## src/logic/scp_pkg.sv

```systemverilog
/*
 System clock and power mode package: register offsets, field positions,
 reset values, clock rates and the mode and switch state encodings.
 Assumes a 20 MHz bus clock and byte addresses on an 8-bit APB address.
*/
package scp_pkg;
   localparam int ADDR_W = 8;
   localparam logic [7:0] CTL_OFS = 8'h00;
   localparam logic [7:0] OSC_OFS = 8'h04;
   localparam logic [7:0] STAT_OFS = 8'h08;

   localparam int CTL_SEL_LO = 5;
   localparam int CTL_FIDLE = 1;
   localparam int CTL_SIDLE = 0;
   localparam int OSC_STABLE = 1;
   localparam int OSC_EN = 0;
   localparam int STAT_PWRDN = 0;
   localparam int STAT_TIMEOUT = 1;
   localparam int STAT_MODE_LO = 2;
   localparam int STAT_SWITCH = 5;
   localparam int STAT_SLOW_OK = 6;

   localparam logic [2:0] SEL_RST = 3'h1;
   localparam logic SIDLE_RST = 1'b0;
   localparam logic FIDLE_RST = 1'b0;
   localparam logic OSC_EN_RST = 1'b1;
   localparam logic [2:0] SEL_SUB = 3'h7;

   localparam int CLK_HZ = 20_000_000;
   localparam int CLK_PERIOD_NS = 1_000_000_000 / CLK_HZ;
   localparam int FAST_HZ = 16_000_000;
   localparam int SLOW_HZ = 32_000;
   localparam int TICK_SCALE = 1000;
   localparam int TICK_MOD = CLK_HZ / TICK_SCALE;
   localparam int FAST_INC = FAST_HZ / TICK_SCALE;
   localparam int SLOW_INC = SLOW_HZ / TICK_SCALE;
   localparam logic [2:0] SW_CUR_TICKS = 3'h4;

   typedef enum logic [2:0] {
      MD_RUN = 3'b000,
      MD_SLEEP = 3'b001,
      MD_IDLE_SUB = 3'b010,
      MD_IDLE_BOTH = 3'b011,
      MD_IDLE_FAST = 3'b100
   } scp_mode_e;

   typedef enum logic [1:0] {
      SW_STEADY = 2'b00,
      SW_DRAIN = 2'b01,
      SW_ALIGN = 2'b10
   } scp_sw_e;
endpackage

```

## src/logic/scp_tick.sv

```systemverilog
/*
 Oscillator model: a phase accumulator that turns the bus clock into a
 one-cycle enable pulse at INC/MOD of its rate while run is high.
 Assumes run comes from logic on the same clock.
*/
module scp_tick #(
   parameter int INC = 16,
   parameter int MOD = 20
) (
   input wire logic pclk,
   input wire logic presetn,
   input wire logic run,
   output logic tick
);
   typedef struct packed {
      logic [15:0] acc;
      logic tick;
   } scp_tick_s;

   scp_tick_s q, d;
   logic [16:0] sum;

   if (INC < 1 || INC >= MOD || MOD > 32767) begin : g_bad
      $error("scp_tick: INC must lie in 1..MOD-1 and MOD below 32768");
   end

   always_comb begin
      sum = 17'(q.acc) + 17'(INC);
      d = q;
      d.tick = 1'b0;
      if (!run) begin
         d.acc = 16'h0000;
      end else if (sum >= 17'(MOD)) begin
         d.acc = 16'(sum - 17'(MOD));
         d.tick = 1'b1;
      end else begin
         d.acc = sum[15:0];
      end
   end

   always_ff @(posedge pclk or negedge presetn) begin
      if (!presetn) begin
         q <= '0;
      end else begin
         q <= d;
      end
   end

   assign tick = q.tick;
endmodule // scp_tick

```

## src/logic/scp_top.sv

```systemverilog
/*
 System clock selection and low power modes with an APB register slave.
 Oscillators are modelled as enable pulses on pclk; every clock output is a
 one-cycle enable. Assumes halt_req, sys_irq, watchdog_overflow and
 watchdog_clr_instr come from logic on pclk; porta_pins come from pins.
*/

module scp_top import scp_pkg::*; #(
   parameter int FAST_START_CYC = 16,
   parameter int SLOW_START_CYC = 16,
   parameter int PORTA_W = 8
) (
   input wire logic pclk,
   input wire logic presetn,
   input wire logic psel,
   input wire logic penable,
   input wire logic pwrite,
   input wire logic [ADDR_W-1:0] paddr,
   input wire logic [31:0] pwdata,
   input wire logic [3:0] pstrb,
   output logic [31:0] prdata,
   output logic pready,
   output logic pslverr,
   input wire logic halt_req,
   input wire logic sys_irq,
   input wire logic watchdog_overflow,
   input wire logic watchdog_clr_instr,
   input wire logic [PORTA_W-1:0] porta_pins,
   output logic system_clk_en,
   output logic cpu_clk_en,
   output logic fast_clk_en,
   output logic sub_clk_en,
   output logic slow_osc_clk_en,
   output logic fast_osc_run,
   output logic cpu_on,
   output logic watchdog_clear,
   output logic powerdown_flag,
   output logic timeout_flag
);
   typedef struct packed {
      logic [31:0] prdata;
      logic pready;
      logic pslverr;
      logic [2:0] clk_select;
      logic fast_osc_idle_en;
      logic slow_osc_idle_en;
      logic fast_osc_enable;
      logic fast_osc_stable;
      logic [15:0] fast_cnt;
      logic slow_stable;
      logic [15:0] slow_cnt;
      logic fast_run;
      logic [5:0] div;
      logic [2:0] act_sel;
      scp_sw_e sw;
      logic [2:0] sw_cnt;
      scp_mode_e mode;
      logic powerdown_flag;
      logic timeout_flag;
      logic wd_clr;
      logic [PORTA_W-1:0] pa1;
      logic [PORTA_W-1:0] pa2;
      logic [PORTA_W-1:0] pa3;
      logic sys_en;
      logic cpu_en;
      logic fast_en;
      logic sub_en;
      logic osc_slow_en;
      logic cpu_run;
   } scp_state_s;

   scp_state_s q, d;
   logic fast_tick;
   logic slow_tick;
   logic setup;
   logic wr;
   logic wake;
   logic run_now;
   logic sub_on;
   logic fast_need;
   logic cur_tick;
   logic tar_tick;
   logic tar_ready;

   if (FAST_START_CYC < 1 || FAST_START_CYC > 65535 || SLOW_START_CYC < 1 || SLOW_START_CYC > 65535) begin : g_bad
      $error("scp_top: start counts must lie in 1..65535");
   end
   if (PORTA_W < 1 || PORTA_W > 32) begin : g_bad_pa
      $error("scp_top: PORTA_W must lie in 1..32");
   end

   // Fast divider taps: code n passes every 2**n-th fast tick
   function automatic logic [5:0] div_mask(input logic [2:0] sel);
      div_mask = 6'((7'h01 << sel) - 7'h01);
   endfunction

   function automatic logic src_tick(input logic [2:0] sel, input logic ft, input logic st,
                                     input logic [5:0] dv, input logic sub_ok);
      if (sel == SEL_SUB) begin
         src_tick = st & sub_ok;
      end else begin
         src_tick = ft & ((dv & div_mask(sel)) == div_mask(sel));
      end
   endfunction

   function automatic logic addr_ok(input logic [ADDR_W-1:0] a);
      addr_ok = (a == CTL_OFS) || (a == OSC_OFS) || (a == STAT_OFS);
   endfunction

   scp_tick #(.INC(FAST_INC), .MOD(TICK_MOD)) u_fast (
      .pclk(pclk),
      .presetn(presetn),
      .run(q.fast_run & q.fast_osc_stable),
      .tick(fast_tick)
   );

   // Free running: the watchdog depends on it in every mode
   scp_tick #(.INC(SLOW_INC), .MOD(TICK_MOD)) u_slow (
      .pclk(pclk),
      .presetn(presetn),
      .run(1'b1),
      .tick(slow_tick)
   );

   always_comb begin
      d = q;
      setup = psel & ~penable;
      wr = psel & penable & q.pready & pwrite & ~q.pslverr & pstrb[0];
      run_now = (q.mode == MD_RUN);
      wake = (|(q.pa3 & ~q.pa2)) | sys_irq | watchdog_overflow;
      sub_on = run_now | q.slow_osc_idle_en;
      // In run mode fast osc forced on while it feeds the CPU or is the switch target
      if (run_now) begin
         fast_need = q.fast_osc_enable | (q.act_sel != SEL_SUB)
                     | ((q.sw != SW_STEADY) & (q.clk_select != SEL_SUB));
      end else begin
         fast_need = q.fast_osc_idle_en;
      end
      cur_tick = src_tick(q.act_sel, fast_tick, slow_tick, q.div, sub_on);
      tar_tick = src_tick(q.clk_select, fast_tick, slow_tick, q.div, sub_on);
      tar_ready = (q.clk_select == SEL_SUB) ? q.slow_stable : q.fast_osc_stable;

      // Bus slave, data registered at setup so the answer is a flop
      d.pready = setup;
      d.pslverr = setup & ~addr_ok(paddr);
      if (setup) begin
         case (paddr)
            CTL_OFS: d.prdata = {24'h000000, q.clk_select, 3'h0, q.fast_osc_idle_en, q.slow_osc_idle_en};
            OSC_OFS: d.prdata = {30'h00000000, q.fast_osc_stable, q.fast_osc_enable};
            STAT_OFS: d.prdata = {25'h0000000, q.slow_stable, q.sw != SW_STEADY, q.mode,
                                  q.timeout_flag, q.powerdown_flag};
            default: d.prdata = 32'h00000000;
         endcase
      end
      if (wr && paddr == CTL_OFS) begin
         d.clk_select = pwdata[CTL_SEL_LO+2:CTL_SEL_LO];
         d.fast_osc_idle_en = pwdata[CTL_FIDLE];
         d.slow_osc_idle_en = pwdata[CTL_SIDLE];
      end
      if (wr && paddr == OSC_OFS) begin
         d.fast_osc_enable = pwdata[OSC_EN];
      end

      // Fast oscillator start-up
      d.fast_run = fast_need;
      if (!fast_need) begin
         d.fast_osc_stable = 1'b0;
         d.fast_cnt = 16'h0000;
      end else if (!q.fast_osc_stable) begin
         if (q.fast_cnt == 16'(FAST_START_CYC - 1)) begin
            d.fast_osc_stable = 1'b1;
         end else begin
            d.fast_cnt = q.fast_cnt + 16'h0001;
         end
      end
      if (!q.slow_stable) begin
         if (q.slow_cnt == 16'(SLOW_START_CYC - 1)) begin
            d.slow_stable = 1'b1;
         end else begin
            d.slow_cnt = q.slow_cnt + 16'h0001;
         end
      end
      if (fast_tick) begin
         d.div = q.div + 6'h01;
      end

      // Source switch: finish current periods, go quiet, join on a target edge
      case (q.sw)
         SW_STEADY: begin
            if (q.clk_select != q.act_sel) begin
               d.sw = SW_DRAIN;
               d.sw_cnt = 3'h0;
            end
         end
         SW_DRAIN: begin
            if (cur_tick) begin
               if (q.sw_cnt == SW_CUR_TICKS - 3'h1) begin
                  d.sw = SW_ALIGN;
               end else begin
                  d.sw_cnt = q.sw_cnt + 3'h1;
               end
            end
         end
         SW_ALIGN: begin
            if (tar_tick && tar_ready) begin
               d.act_sel = q.clk_select;
               d.sw = SW_STEADY;
            end
         end
         default: d.sw = SW_STEADY;
      endcase
      if (q.sw == SW_ALIGN) begin
         d.sys_en = tar_tick & tar_ready;
      end else begin
         d.sys_en = cur_tick;
      end
      d.cpu_en = d.sys_en & run_now;
      d.fast_en = fast_tick;
      d.sub_en = slow_tick & sub_on;
      d.osc_slow_en = slow_tick;

      // Operating modes
      d.wd_clr = 1'b0;
      if (watchdog_clr_instr) begin
         d.powerdown_flag = 1'b0;
      end
      case (q.mode)
         MD_RUN: begin
            if (halt_req) begin
               case ({q.fast_osc_idle_en, q.slow_osc_idle_en})
                  2'b00: d.mode = MD_SLEEP;
                  2'b01: d.mode = MD_IDLE_SUB;
                  2'b11: d.mode = MD_IDLE_BOTH;
                  default: d.mode = MD_IDLE_FAST;
               endcase
               d.powerdown_flag = 1'b1;
               d.timeout_flag = 1'b0;
               d.wd_clr = 1'b1;
            end
         end
         MD_SLEEP, MD_IDLE_SUB, MD_IDLE_BOTH, MD_IDLE_FAST: begin
            if (wake) begin
               d.mode = MD_RUN;
            end
         end
         default: d.mode = MD_RUN;
      endcase
      // Overflow wins over the halt clear in the same cycle
      if (watchdog_overflow) begin
         d.timeout_flag = 1'b1;
      end
      // Copy of the next mode so cpu_on leaves a flop without extra latency
      d.cpu_run = (d.mode == MD_RUN);

      d.pa1 = porta_pins;
      d.pa2 = q.pa1;
      d.pa3 = q.pa2;
   end

   always_ff @(posedge pclk or negedge presetn) begin
      if (!presetn) begin
         q <= '0;
         q.clk_select <= SEL_RST;
         q.act_sel <= SEL_RST;
         q.fast_osc_idle_en <= FIDLE_RST;
         q.slow_osc_idle_en <= SIDLE_RST;
         q.fast_osc_enable <= OSC_EN_RST;
         q.sw <= SW_STEADY;
         q.mode <= MD_RUN;
         q.cpu_run <= 1'b1;
         q.pa1 <= '1;
         q.pa2 <= '1;
         q.pa3 <= '1;
      end else begin
         q <= d;
      end
   end

   assign prdata = q.prdata;
   assign pready = q.pready;
   assign pslverr = q.pslverr;
   assign system_clk_en = q.sys_en;
   assign cpu_clk_en = q.cpu_en;
   assign fast_clk_en = q.fast_en;
   assign sub_clk_en = q.sub_en;
   assign slow_osc_clk_en = q.osc_slow_en;
   assign fast_osc_run = q.fast_run;
   assign cpu_on = q.cpu_run;
   assign watchdog_clear = q.wd_clr;
   assign powerdown_flag = q.powerdown_flag;
   assign timeout_flag = q.timeout_flag;

   // Checks
   localparam int SW_LIMIT = 8000;
   logic [13:0] sw_age;
   always_ff @(posedge pclk or negedge presetn) begin
      if (!presetn) begin
         sw_age <= 14'h0000;
      end else if (q.sw == SW_STEADY) begin
         sw_age <= 14'h0000;
      end else begin
         sw_age <= sw_age + 14'h0001;
      end
   end
endmodule // scp_top

```

## config.mk

```make
export PLATFORM = sky130hd
export DESIGN_NAME = scp_top
export DESIGN_NICKNAME = d
export VERILOG_FILES = /design/src/logic/scp_pkg.sv /design/src/logic/scp_tick.sv /design/src/logic/scp_top.sv
export SDC_FILE = /design/constraint.sdc
export NUM_CORES = 1
export LEC_CHECK = 0
export ABC_AREA = 1
export BUFFER_PORTS_ARGS = -buffer_cell sky130_fd_sc_hd__buf_4
export CELL_PAD_IN_SITES_DETAIL_PLACEMENT = 0
export CELL_PAD_IN_SITES_GLOBAL_PLACEMENT = 2
export CORE_UTILIZATION = 36
export CTS_CLUSTER_DIAMETER = 30
export DETAILED_ROUTE_END_ITERATION = 7
export GPL_TIMING_DRIVEN = 0
export PLACE_DENSITY = 0.91
export SLEW_MARGIN = 20
export SYNTH_ARGS = -nofsm -noshare
export SYNTH_HDL_FRONTEND = slang
export SYNTH_SLANG_ARGS = --single-unit
```

## constraint.sdc

```tcl
create_clock -name pclk -period 4.15 [get_ports pclk]
set_input_delay 0.2075 -clock pclk [delete_from_list [all_inputs] [get_ports pclk]]
set_output_delay 0.2075 -clock pclk [all_outputs]
set_load 0.005 [all_outputs]
```

==> results of run 1 <==
## cell type report
type | count | area, sq um
fill | 1909 | 10330
clock inverter | 15 | 187.7
multi-input combinational | 644 | 3192
inverter | 117 | 439.2
timing repair buffer | 62 | 520.5
clock buffer | 17 | 425.4
buffer | 42 | 306.5
sequential | 125 | 3163
tap | 260 | 325.3
## final timing paths
| path | from | endpoint | depth (start not counted) |
|---|---|---|---|
| setup reg to reg | q[33]$_DFF_PN0_ | q[37]$_DFFE_PN0P_ | 10 |
| setup / recovery | q[33]$_DFF_PN0_ | q[37]$_DFFE_PN0P_ | 10 |
| hold / removal | pwdata[0] | q[85]$_DFFE_PN1P_ | 3 |
| hold reg to reg | d[21]$_DFF_PN1_ | d[13]$_DFF_PN1_ | 0 |
| max in group asynchronous | presetn | q[11]$_DFF_PN1_ | 3 |
| min in group asynchronous | presetn | u_fast.q[16]$_DFF_PN0_ | 2 |
## synthesized netlist by cell type (all sizes together), types with 2 or more instances
library cell    n  area [sq um]
nand2         249         962.2
ha             15         187.7
nor2          105         409.1
o31ai           2         15.01
dfstp          28         735.7
o21ai          41         224.0
nand4          27         175.2
o21bai          3         22.52
buf            38         291.5
nor3           11         55.05
clkbuf          4         15.01
inv           117         439.2
nand3b          4         42.54
dfrtp          97          2427
or2             3         18.77
xnor2           8         70.07
nor4            6         37.54
nand3          79         400.4
a21oi          27         150.1
a31oi           2         12.51
o22ai           6         37.54
xor2           27         244.0
## per-layer routing
| metal | share of wire [%] | up-vias | track usage [%] |
|---|---|---|---|
| li1 | - | 3055 | - |
| met3 | 3.0 | 15 | 3.442 |
| met4 | 1.3 | 0 | 5.999 |
| met1 | 50 | 2672 | 23.55 |
| met2 | 46 | 66 | 27.22 |
| met5 | 0 | - | 0 |
## sequential cells by signal, summed over array words and instances, names as in the netlist, 8 cells and up
name	count
prdata	8
u_fast.q	11
q	65
d	16
u_slow.q	11
## power breakdown
part,leakage [nW],internal (mW),switching [mW]
sequential,1.50,1.41,0.149
clock,0.297,0.955,0.587
combinational,2.55,0.476,0.785
## layout by cell type (no fill, tap or decap), types with 5 or more instances in the layout
cell type / synthesis / layout
sky130_fd_sc_hd__dfrtp_1: 97 / 97
sky130_fd_sc_hd__nand2_2: 8 / 8
sky130_fd_sc_hd__o21ai_0: 35 / 35
sky130_fd_sc_hd__nor4_1: 6 / 6
sky130_fd_sc_hd__nand2_1: 240 / 240
sky130_fd_sc_hd__o22ai_1: 6 / 6
sky130_fd_sc_hd__ha_1: 15 / 15
sky130_fd_sc_hd__conb_1: 1 / 24
sky130_fd_sc_hd__xnor2_1: 8 / 8
sky130_fd_sc_hd__xor2_1: 26 / 26
sky130_fd_sc_hd__o21ai_2: 5 / 5
sky130_fd_sc_hd__dlygate4sd3_1: 0 / 11
sky130_fd_sc_hd__nand4_1: 26 / 26
sky130_fd_sc_hd__clkbuf_16: 0 / 17
sky130_fd_sc_hd__nor3_1: 11 / 11
sky130_fd_sc_hd__inv_1: 113 / 113
sky130_fd_sc_hd__nand3_1: 78 / 78
sky130_fd_sc_hd__dfstp_2: 28 / 28
sky130_fd_sc_hd__nor2_1: 103 / 103
sky130_fd_sc_hd__a21oi_1: 23 / 23
sky130_fd_sc_hd__buf_4: 33 / 82
## logic make-up (layout without fill, tap and decap cells)
family / count (synthesis) / in the layout / synth area share (%)
AND/OR/NAND/NOR: 485 / 485 / 30.06
buffers and inverters: 159 / 253 / 10.63
flip-flops: 125 / 125 / 45.09
AO/OA/AOI/OAI: 85 / 85 / 7.010
XOR/XNOR: 35 / 35 / 4.477
adder cells (fa/ha/maj): 15 / 15 / 2.676
other: 1 / 24 / 0.05346
## worst max-delay path, delay by kind of cell (launching register included)
family                 cells  cell delay (ps)
DFF                        1              410
buffers and inverters      1              120
and+or+nand+nor            8             1020
AOI/OAI and AO/OA          1              670
## repair_timing
action / in CTS / in global routing
hold endpoints to repair: 56 / 0
setup endpoints to repair: 0 / 0
hold buffers: 11 / 0
==> summary.log, run 1 <==
INFO  status         status=finished, final reports clean
INFO  detailed_routing drt-wirelength-per-cell=12.23microns
INFO  worst_setup_path rrSetupSlack=1830ps
INFO  die            area_of_the_core=18890squm
INFO  sta            hold_violations=0
INFO  synthesis      postSynthAreaPerCell=7.751squm
INFO  pwr            p_per_area=509.4nW/um^2
INFO  grt            global_route.overflow_total=0
INFO  clock_tree     clkSlewWorstSetupHoldPaths=60ps
INFO  pwr            pwr_total=4.360mW
INFO  place          globalplace.congestion=0.7700
INFO  place          placement.setup.worst_slack=1887ps
INFO  die            start_util=37.13%
INFO  final_layout   n_antenna_cell=0
INFO  detailed_routing via_count=5808
INFO  sta            fin_hold_ws=41.71ps
INFO  detailed_routing antenna_left=0
INFO  worst_setup_path start_kind=flip-flop
INFO  clock_tree     cts_made_buffers=17
INFO  worst_setup_path crit_path_end_kind=flip-flop
INFO  clock_tree     clk_root_buffer_cell=sky130_fd_sc_hd__clkbuf_16
INFO  sta            worst_slew_margin_rel=51.93%
INFO  place          place.port_buffers=50
INFO  detailed_routing detailedRoute.firstPassIterationCount=4
INFO  worst_setup_path path_common_cell=sky130_fd_sc_hd__nand2_1
INFO  sta            fin_setup_tns=0ps
INFO  clock_tree     clk_latency=420ps
INFO  sta            final_max_slew_viol_count=0
INFO  sta            f_max=431.4MHz
INFO  grt            grt_antenna_before_repair=0
INFO  die            die_width=141.6microns
INFO  synthesis      fraction_of_registers_with_async_set_reset=100.0%
INFO  grt            grt_start_max_net_pins=67
INFO  detailed_routing drcViolationCount=0
INFO  sta            worst-slew-pin-transition=714.6ps
INFO  hold_path      worst_hold_path_type=primary input to flip-flop
INFO  worst_setup_path cell_chain_of_the_critical_path=nor2_1, nand2_1, a21boi_0, nand2_1, nand3_1, nand2_1, inv_1, nand2_1, nand2_1, nand2_1
INFO  final_layout   layout-drive-gt1-share=17.61%
INFO  final_layout   final_area=8559squm
INFO  detailed_routing finalWirelength=15.68mm
INFO  grt            grt_usage=17.24%
INFO  worst_setup_path critical-path-slowest-cell=sky130_fd_sc_hd__a21boi_0
INFO  sta            min_period_over_period=55.86%
INFO  synthesis      area_of_the_mapped_netlist=7014squm
INFO  die            dieArea=20050squm
INFO  clock_tree     htree_num_levels=4
INFO  die            fp-row-count=50
INFO  clock_tree     cts.repair_timing.setup_buffer_count=0
INFO  synthesis      synth_warnings=0
INFO  pwr            ir_worst_vdd=291.1uV
INFO  die            die_height=141.6microns
INFO  place          dp_hpwl=11.55mm
INFO  final_layout   final-instance-count-excl-fill=1282
INFO  clock_tree     clock_sink_count=125
INFO  sta            rsz0062_at_grt=false
INFO  synthesis      dominantRegCellSynth=sky130_fd_sc_hd__dfrtp_1
INFO  worst_setup_path max_stage_delay=670ps
INFO  pwr            power.leakage=4.340nW
INFO  sta            post-route-worst-setup-slack=1832ps
INFO  worst_setup_path crit_type=flip-flop to flip-flop
INFO  clock_tree     cts.repair.resized=0
INFO  grt            first_global_vias=5618
INFO  synthesis      synth_cell_type_count=41
INFO  die            design.portCount=105
INFO  grt            grt_first_pass_wirelength=27.15mm
INFO  synthesis      syn-instance-count=905
INFO  detailed_routing detail_route.vias_per_cell=4.530
INFO  clock_tree     cts.path.max_buffers=2
INFO  synthesis      synth_edf_count=0
INFO  final_layout   fin_nets=1085
INFO  worst_setup_path critPathMaxFanout=6
INFO  final_layout   area.growth.synth_to_final=22.03%
INFO  clock_tree     cts_tree=built
INFO  sta            setup-violations-final=0
INFO  synthesis      yosys_register_bits=125
INFO  sta            timing.final.crit_period=2318ps
INFO  sta            fin_worst_skew=7.808ps
INFO  worst_setup_path cp.arrival=2620ps
INFO  place          detailed_place.area=7836squm
INFO  flow_run       maxCapViolCount=0
INFO  final_layout   finalCoreUtilization=45.30%
INFO  place          placed_cells_incl_taps=1239
INFO  worst_setup_path critPathRequiredTime=4460ps
INFO  detailed_routing drt_first_iter_violations=244
INFO  synthesis      sequential_to_total_area_share_from_yosys_stat=45.09%
No activity file was read; power rests on OpenSTA's default activity.
==> inputs of run 2 (changes only) <==
Settings changed: CORE_UTILIZATION 36 to 33, PLACE_DENSITY 0.91 to 0.85.
Clock period 4.15 ns to 2.4 ns, I/O delays scaled along.
==> run 2 against run 1 <==
Global-route usage down 0.87 points. Hold slack better by 4.1 ps. Sequential share of layout area down 0.34 points. Flip-flop and latch count unchanged. Via count up 0.19%. Sequential power up 72%. Critical path type unchanged. Largest cell class unchanged.
==> summary.log, run 2 (synthesis gave the netlist of run 1 again) <==
INFO  status         status=finished, final reports clean
INFO  worst_setup_path crit-reg2reg-launch=q[68]$_DFFE_PN0P_
INFO  hold_path      whs_endpoint=pready$_DFF_PN0_
INFO  pwr            pwr-share-comb=29.6% [+0.7 points]
INFO  place          placed_cells_incl_taps=1249 [+0.81%]
INFO  final_layout   area.growth.synth_to_final=23.15%
INFO  detailed_routing finalWirelength=16.38mm [+4.5%]
INFO  hold_path      cells_on_worst_hold_path=3 [unchanged]
INFO  grt            grt_usage=16.37% [-0.87 points]
INFO  detailed_routing detailedRoute.firstPassIterationCount=5 [+1]
INFO  clock_tree     cts_tree=built
INFO  clock_tree     cts_made_buffers=17 [unchanged]
INFO  clock_tree     clk_root_buffer_cell=sky130_fd_sc_hd__clkbuf_16
INFO  sta            timing.final.crit_period=2115ps [-203.1 ps]
INFO  die            start_util=34.12% [-3.0 points]
INFO  pwr            part_of_the_power_in_registers=36.0% [+0.3 points]
INFO  worst_setup_path cp.arrival=2470ps [-150 ps]
INFO  detailed_routing drt_first_iter_violations=345 [+41%]
INFO  clock_tree     clock_sink_count=125 [unchanged]
INFO  worst_setup_path reg2reg_to=q[80]$_DFFE_PN0P_
INFO  pwr            switchingPower=2.629mW [+73%]
INFO  die            area_of_the_core=20560squm [+8.8%]
INFO  grt            grt_first_pass_wirelength=27.97mm [+3.0%]
INFO  sta            rsz0062_at_grt=false
INFO  pwr            power_switching_share=35.13% [+0.22 points]
INFO  grt            global_route.overflow_total=0 [unchanged]
INFO  worst_setup_path critical-path-slowest-cell=sky130_fd_sc_hd__dfrtp_1
INFO  sta            fin_worst_skew=8.209ps [+0.4010 ps]
INFO  die            dieArea=21840squm [+9.0%]
INFO  grt            grt_start_max_net_pins=88 [+31%]
INFO  pwr            p_per_area=866.3nW/um^2 [+70%]
INFO  sta            fin_setup_tns=0ps [unchanged]
INFO  die            die_width=147.8microns [+4.4%]
INFO  place          dp_hpwl=12.02mm [+4.1%]
INFO  sta            worst-slew-pin-transition=559.8ps [-154.8 ps]
INFO  sta            f_max=472.8MHz [+9.6%]
INFO  worst_setup_path path_common_cell=sky130_fd_sc_hd__nand2_1
INFO  final_layout   n_antenna_cell=0 [unchanged]
INFO  hold_path      worst_hold_path_type=primary input to flip-flop
INFO  worst_setup_path worst_r2r_path_depth=11 [+1]
INFO  worst_setup_path max_stage_delay=400ps [-270 ps]
INFO  detailed_routing antenna_left=0 [unchanged]
INFO  die            fp-row-count=52 [+4.0%]
INFO  detailed_routing via_count=5819 [+0.19%]
INFO  worst_setup_path critPathRequiredTime=2760ps [-1700 ps]
INFO  final_layout   layout-drive-gt1-share=17.59% [-0.023 points]
INFO  die            design.portCount=105 [unchanged]
INFO  sta            final_max_slew_viol_count=0 [unchanged]
INFO  hold_path      hold_start=psel
INFO  worst_setup_path crit_type=flip-flop to flip-flop
INFO  grt            first_global_vias=5580 [-0.68%]
INFO  clock_tree     cts.path.max_buffers=2 [unchanged]
INFO  pwr            cell_internal_pwr=4.855mW [+71%]
INFO  worst_setup_path crit_path_end_kind=flip-flop
INFO  pwr            power.share.clock=34.4% [-1.0 points]
INFO  final_layout   most_common_cell_after_layout_fill_and_taps_aside=sky130_fd_sc_hd__nand2_1
INFO  final_layout   flip_flop_count_of_the_largest_register_after_layout=65 [unchanged]
INFO  pwr            pwr_total=7.484mW [+72%]
INFO  sta            min_period_over_period=88.13% [+32 points]
INFO  final_layout   final-instance-count-excl-fill=1299 [+1.3%]
INFO  pwr            ir_worst_vdd=502.4uV [+73%]
INFO  worst_setup_path rrSetupSlack=280ps [-1550 ps]
INFO  sta            hold_violations=0 [unchanged]
INFO  clock_tree     clk_latency=420ps [about the same]
INFO  detailed_routing detail_route.vias_per_cell=4.480 [-1.1%]
INFO  worst_setup_path start_kind=flip-flop
INFO  clock_tree     clkSlewWorstSetupHoldPaths=60ps [about the same]
INFO  worst_setup_path critical-path-top-delay-family=simple AND/OR/NAND/NOR gates
INFO  grt            grt_antenna_before_repair=0 [unchanged]
INFO  place          place.port_buffers=50 [unchanged]
INFO  detailed_routing drt-wirelength-per-cell=12.61microns [+3.1%]
INFO  final_layout   fin_nets=1092 [+0.65%]
INFO  worst_setup_path cell_chain_of_the_critical_path=ha_1, nand2_1, nor2_1, nand3_1, nor3_1, nor2_1, inv_2, nand2_2, inv_2, nand2_1, nand2_1
INFO  final_layout   commonest_cells_after_routing_fill_and_taps_aside=sky130_fd_sc_hd__nand2_1, sky130_fd_sc_hd__inv_1, sky130_fd_sc_hd__nor2_1, sky130_fd_sc_hd__dfrtp_1, sky130_fd_sc_hd__buf_4
INFO  sta            worst_slew_margin_rel=62.68% [+11 points]
INFO  clock_tree     htree_num_levels=4 [unchanged]
INFO  detailed_routing drcViolationCount=0 [unchanged]
INFO  final_layout   largest-register=q
INFO  worst_setup_path cp.buffers_inverters=2 [+1]
INFO  sta            setup-violations-final=0 [unchanged]
INFO  place          globalplace.congestion=0.7665 [-0.45%]
INFO  clock_tree     cts.repair_timing.setup_buffer_count=0 [unchanged]
INFO  die            die_height=147.8microns [+4.4%]
INFO  pwr            power.leakage=4.372nW [+0.74%]
INFO  flow_run       maxCapViolCount=0 [unchanged]
INFO  worst_setup_path critPathMaxFanout=9 [+3]
INFO  worst_setup_path setup.worst_path.start=q[68]$_DFFE_PN0P_
[run 2: cell count changes in the layout (fill, tap and decap cells not counted), sizes merged]
cell,previous run,this run
dlygate4sd3,11,18
clkbuf,21,25
inv,122,121
clkinvlp,2,1
bufinv,3,1
[run 2: final cells by class]
| class | count | area, sq um |
|---|---|---|
| Multi-Input combinational cell | 644 | 3204 |
| Clock buffer | 21 | 493.0 |
| Tap cell | 270 | 337.8 |
| Inverter | 117 | 439.2 |
| Clock inverter | 11 | 103.9 |
| Timing Repair Buffer | 69 | 590.6 |
| Buffer | 42 | 306.5 |
| Fill cell | 2137 | 11920 |
| Sequential cell | 125 | 3163 |
[run 2: worst max-delay path by stage]
stage | end | slack [ps] | cells after the start
CTS | q[38]$_DFFE_PN0P_ | 70 | 10
floorplan | u_fast.q[7]$_DFFE_PN0P_ | 600 | 12
global route | u_fast.q[12]$_DFF_PN0_ | 4 | 13
global placement | q[37]$_DFFE_PN0P_ | 110 | 10
detailed placement | q[36]$_DFFE_PN0P_ | 70 | 10
finish | q[80]$_DFFE_PN0P_ | 280 | 11
[run 2: repair_timing]
item / 4_1_cts / 5_1_grt
endpoints found under the setup margin: 0 / 20
hold endpoints to repair: 75 / 0
hold buffers: 18 / 0
gates resized for setup: 0 / 4
[run 2: power by group through the flow]
stage / clock [mW] / combinational (mW) / sequential, mW
after CTS: 2.66 / 2.23 / 2.69
after global placement: 0 / 2.18 / 2.72
after floorplan: 0 / 1.68 / 2.66
final: 2.58 / 2.22 / 2.69
after detailed placement: 0 / 2.19 / 2.72
after global routing: 2.75 / 2.62 / 2.74
[run 2: tightest hold or removal path: cells and delay by family]
| family | cells | cell delay [ps] |
|---|---|---|
| AND/OR/NAND/NOR | 1 | 110 |
| buffers and inverters | 2 | 150 |
[run 2: metrics by stage]
step | setup WS [ps] | hold slack, ps | util, % | cell area, sq um
final | 284.8 | 45.85 | 42.02 | 8638
after global routing | 3.867 | 39.14 | 42.02 | 8638
after CTS | 65.44 | 26.33 | 41.95 | 8626
after detailed placement | 71.81 | 21.00 | 38.18 | 7849
after global placement | 114.2 | 228.7 | 38.01 | 7814
after floorplan | 602.1 | -175.6 | - | 7101
[run 2: layer usage]
layer  vias to the layer above  GRT usage (%)  wire length [microns]
met4                         0          5.052                    153
met5                         -              0                      0
li1                       3063              -                      -
met1                      2668          22.63                   8363
met2                        74          25.52                   7445
met3                        14          3.580                    417
==> inputs of run 3 (changes only) <==
Settings changed: CORE_UTILIZATION 33 to 30, PLACE_DENSITY 0.85 to 0.83.
Clock period 2.4 ns to 1.9 ns, I/O delays scaled along.
==> run 3 against run 2 <==
The flow now finishes with violations (setup timing). Clock power rose by 37%. Clock-buffer cell count decreased by 2. Via count grew 5.6%. Setup slack worse by 300 ps. Clock skew increased by 4.2 ps. Critical path type unchanged. Largest power group is now combinational cells.
==> summary.log, run 3 (synthesis gave the netlist of run 1 again) <==
INFO  status         status=complete, but fails checks
INFO  die            die_height=154.9microns [+4.8%]
INFO  die            dieArea=24000squm [+9.9%]
INFO  place          placed_cells_incl_taps=1292 [+3.4%]
INFO  sta            hold_violations=0 [unchanged]
INFO  pwr            power.share.clock=32.7% [-1.7 points]
INFO  die            fp-row-count=55 [+5.8%]
INFO  status         violations_in_the_final_reports=setup timing
INFO  sta            worst-slew-pin-transition=592.2ps [+32.40 ps]
INFO  final_layout   most_common_cell_after_layout_fill_and_taps_aside=sky130_fd_sc_hd__nand2_1
INFO  worst_setup_path crit_path_end_kind=flip-flop
INFO  worst_setup_path critPathMaxFanout=5 [-4]
INFO  clock_tree     htree_num_levels=4 [unchanged]
INFO  detailed_routing drt_first_iter_violations=303 [-12%]
INFO  sta            fin_worst_skew=12.40ps [+4.186 ps]
INFO  grt            grt_start_max_net_pins=65 [-26%]
INFO  sta            rsz0062_at_grt=true
INFO  die            start_util=30.79% [-3.3 points]
INFO  pwr            power.leakage=4.748nW [+8.6%]
INFO  clock_tree     clkSlewWorstSetupHoldPaths=60ps [about the same]
INFO  final_layout   finalCoreUtilization=42.53% [+0.52 points]
INFO  hold_path      hold_start=psel
INFO  clock_tree     cts_made_buffers=17 [unchanged]
INFO  final_layout   flip_flop_count_of_the_largest_register_after_layout=65 [unchanged]
INFO  detailed_routing detailedRoute.firstPassIterationCount=4 [-1]
INFO  die            design.portCount=105 [unchanged]
INFO  pwr            p_per_area=1113nW/um^2 [+28%]
INFO  worst_setup_path cp.arrival=2270ps [-200 ps]
INFO  final_layout   fillerInstances=2332 [+9.1%]
INFO  grt            grt_first_pass_wirelength=28.81mm [+3.0%]
INFO  final_layout   layout-drive-gt1-share=29.97% [+12 points]
INFO  pwr            cell_internal_pwr=7.014mW [+44%]
INFO  final_layout   area.growth.synth_to_final=38.12%
INFO  worst_setup_path reg2reg_to=u_slow.q[12]$_DFF_PN0_
INFO  sta            post-route-worst-setup-slack=-14.63ps [-299.5 ps]
INFO  grt            grt_antenna_before_repair=0 [unchanged]
INFO  final_layout   multi_input_comb_area=3642squm [+14%]
INFO  worst_setup_path rrSetupSlack=-10ps [-300 ps]
INFO  final_layout   final-instance-count-excl-fill=1394 [+7.3%]
INFO  detailed_routing drcViolationCount=0 [unchanged]
INFO  sta            min_period_over_period=100.8% [+13 points]
INFO  final_layout   largest-register=q
INFO  clock_tree     clk_latency=420ps [about the same]
INFO  final_layout   n_antenna_cell=0 [unchanged]
INFO  detailed_routing detail_route.vias_per_cell=4.408 [-1.6%]
INFO  detailed_routing drt-wirelength-per-cell=12.48microns [-1.1%]
INFO  grt            first_global_vias=5904 [+5.8%]
INFO  hold_path      whs_endpoint=pready$_DFF_PN0_
INFO  clock_tree     cts_tree=built
INFO  sta            final_max_slew_viol_count=0 [unchanged]
INFO  hold_path      cells_on_worst_hold_path=3 [unchanged]
INFO  pwr            switchingPower=3.769mW [+43%]
INFO  clock_tree     clock_sink_count=125 [unchanged]
INFO  hold_path      worst_hold_path_type=primary input to flip-flop
INFO  die            area_of_the_core=22780squm [+11%]
INFO  sta            fin_setup_tns=-29.74ps [-29.74 ps]
INFO  pwr            part_of_the_power_in_registers=31.6% [-4.4 points]
INFO  final_layout   register_area=3172squm [+0.28%]
INFO  worst_setup_path start_kind=flip-flop
INFO  sta            timing.final.crit_period=1915ps [-200.5 ps]
INFO  place          dp_hpwl=12.00mm [-0.20%]
INFO  grt            global_route.overflow_total=0 [unchanged]
INFO  sta            worst_slew_margin_rel=60.52% [-2.2 points]
INFO  sta            f_max=522.3MHz [+10%]
INFO  worst_setup_path critPathRequiredTime=2260ps [-500 ps]
INFO  pwr            power_switching_share=34.95% [-0.18 points]
INFO  sta            setup-violations-final=4 [+4]
INFO  clock_tree     clk_root_buffer_cell=sky130_fd_sc_hd__clkbuf_16
INFO  detailed_routing finalWirelength=17.39mm [+6.2%]
INFO  flow_run       maxCapViolCount=0 [unchanged]
INFO  grt            grt_usage=15.24% [-1.1 points]
INFO  place          globalplace.congestion=0.7763 [+1.3%]
INFO  detailed_routing antenna_left=0 [unchanged]
INFO  die            die_width=154.9microns [+4.8%]
INFO  worst_setup_path worst_r2r_path_depth=13 [+2]
INFO  pwr            ir_worst_vdd=675.4uV [+34%]
INFO  worst_setup_path crit-reg2reg-launch=u_slow.q[6]$_DFFE_PN0P_
INFO  clock_tree     cts.path.max_buffers=2 [unchanged]
INFO  final_layout   fin_nets=1144 [+4.8%]
INFO  detailed_routing via_count=6145 [+5.6%]
INFO  pwr            pwr-share-comb=35.6% [+6.0 points]
INFO  place          place.port_buffers=50 [unchanged]
INFO  final_layout   commonest_cells_after_routing_fill_and_taps_aside=sky130_fd_sc_hd__nand2_1, sky130_fd_sc_hd__buf_4, sky130_fd_sc_hd__inv_1, sky130_fd_sc_hd__dfrtp_1, sky130_fd_sc_hd__nor2_1
INFO  worst_setup_path crit_type=flip-flop to flip-flop
==> run 3: per-stage QoR <==
stage	hold slack, ps	power (mW)	setup slack, ps	cell area, sq um
4_1_cts	0.2079	10.03	-42.02	8937
3_5_place_dp	76.25	6.198	-356.9	7903
2_1_floorplan	-200.6	5.482	102.1	7101
6_report	11.06	10.78	-14.63	9688
3_3_place_gp	203.9	6.190	-359.9	7868
5_1_grt	17.12	11.56	-201.0	9688
==> run 3: routing by layer <==
layer | GRT usage, % | routed length (microns) | vias up
met4 | 6.223 | 245 | 0
li1 | - | - | 3180
met5 | 0 | 0 | -
met1 | 19.61 | 8308 | 2875
met2 | 25.23 | 8458 | 75
met3 | 2.786 | 378 | 15
==> run 3: final cells by class <==
cell class                 instances  area share, %
timing repair buffer             123          11.03
clock inverter                    13          1.937
tap                              313          4.042
clock buffer                      19          4.688
inverter                         117          4.740
buffer                            40          3.229
multi-input combinational        644          37.60
sequential                       125          32.74
==> run 3: how the worst max path moves through the flow <==
| stage | cells after the start | start | end |
|---|---|---|---|
| after global placement | 10 | q[33]$_DFF_PN0_ | q[37]$_DFFE_PN0P_ |
| after floorplan | 12 | u_fast.q[8]$_DFF_PN0_ | u_fast.q[7]$_DFFE_PN0P_ |
| after detailed placement | 10 | q[33]$_DFF_PN0_ | q[38]$_DFFE_PN0P_ |
| after CTS | 14 | q[42]$_DFFE_PN0P_ | q[36]$_DFFE_PN0P_ |
| final | 13 | u_slow.q[6]$_DFFE_PN0P_ | u_slow.q[12]$_DFF_PN0_ |
| after global routing | 13 | q[41]$_DFFE_PN1P_ | q[37]$_DFFE_PN0P_ |
==> run 3: repair_timing <==
action                                 4_1_cts  5_1_grt
gates cloned                                 0        3
hold buffers                                19        0
buffers inserted                            13       37
endpoints found under the hold margin       78        0
resized for setup                           42      108
pin swaps                                   11       51
setup endpoints to repair                   64       59
==> run 3: worst max-delay path, stage by stage, from the launching register on <==
cell and delay (ps):
sky130_fd_sc_hd__dfrtp_2 400, sky130_fd_sc_hd__buf_4 130, sky130_fd_sc_hd__nand3_4 130, sky130_fd_sc_hd__o21bai_1 220
sky130_fd_sc_hd__nand2_2 110, sky130_fd_sc_hd__nor2_4 140, sky130_fd_sc_hd__nand2_1 60, sky130_fd_sc_hd__nor2_1 100
sky130_fd_sc_hd__nand2_1 100, sky130_fd_sc_hd__nand2_4 120, sky130_fd_sc_hd__buf_8 140, sky130_fd_sc_hd__buf_4 120
sky130_fd_sc_hd__nand2_4 40, sky130_fd_sc_hd__o21ai_2 50
==> run 3: power by group through the flow <==
stage / Combinational [mW] / Sequential, mW / Clock [mW]
after CTS: 3.00 / 3.40 / 3.63
final: 3.84 / 3.41 / 3.53
after global routing: 4.33 / 3.47 / 3.75
after detailed placement: 2.76 / 3.43 / 0
after global placement: 2.76 / 3.43 / 0
after floorplan: 2.12 / 3.36 / 0
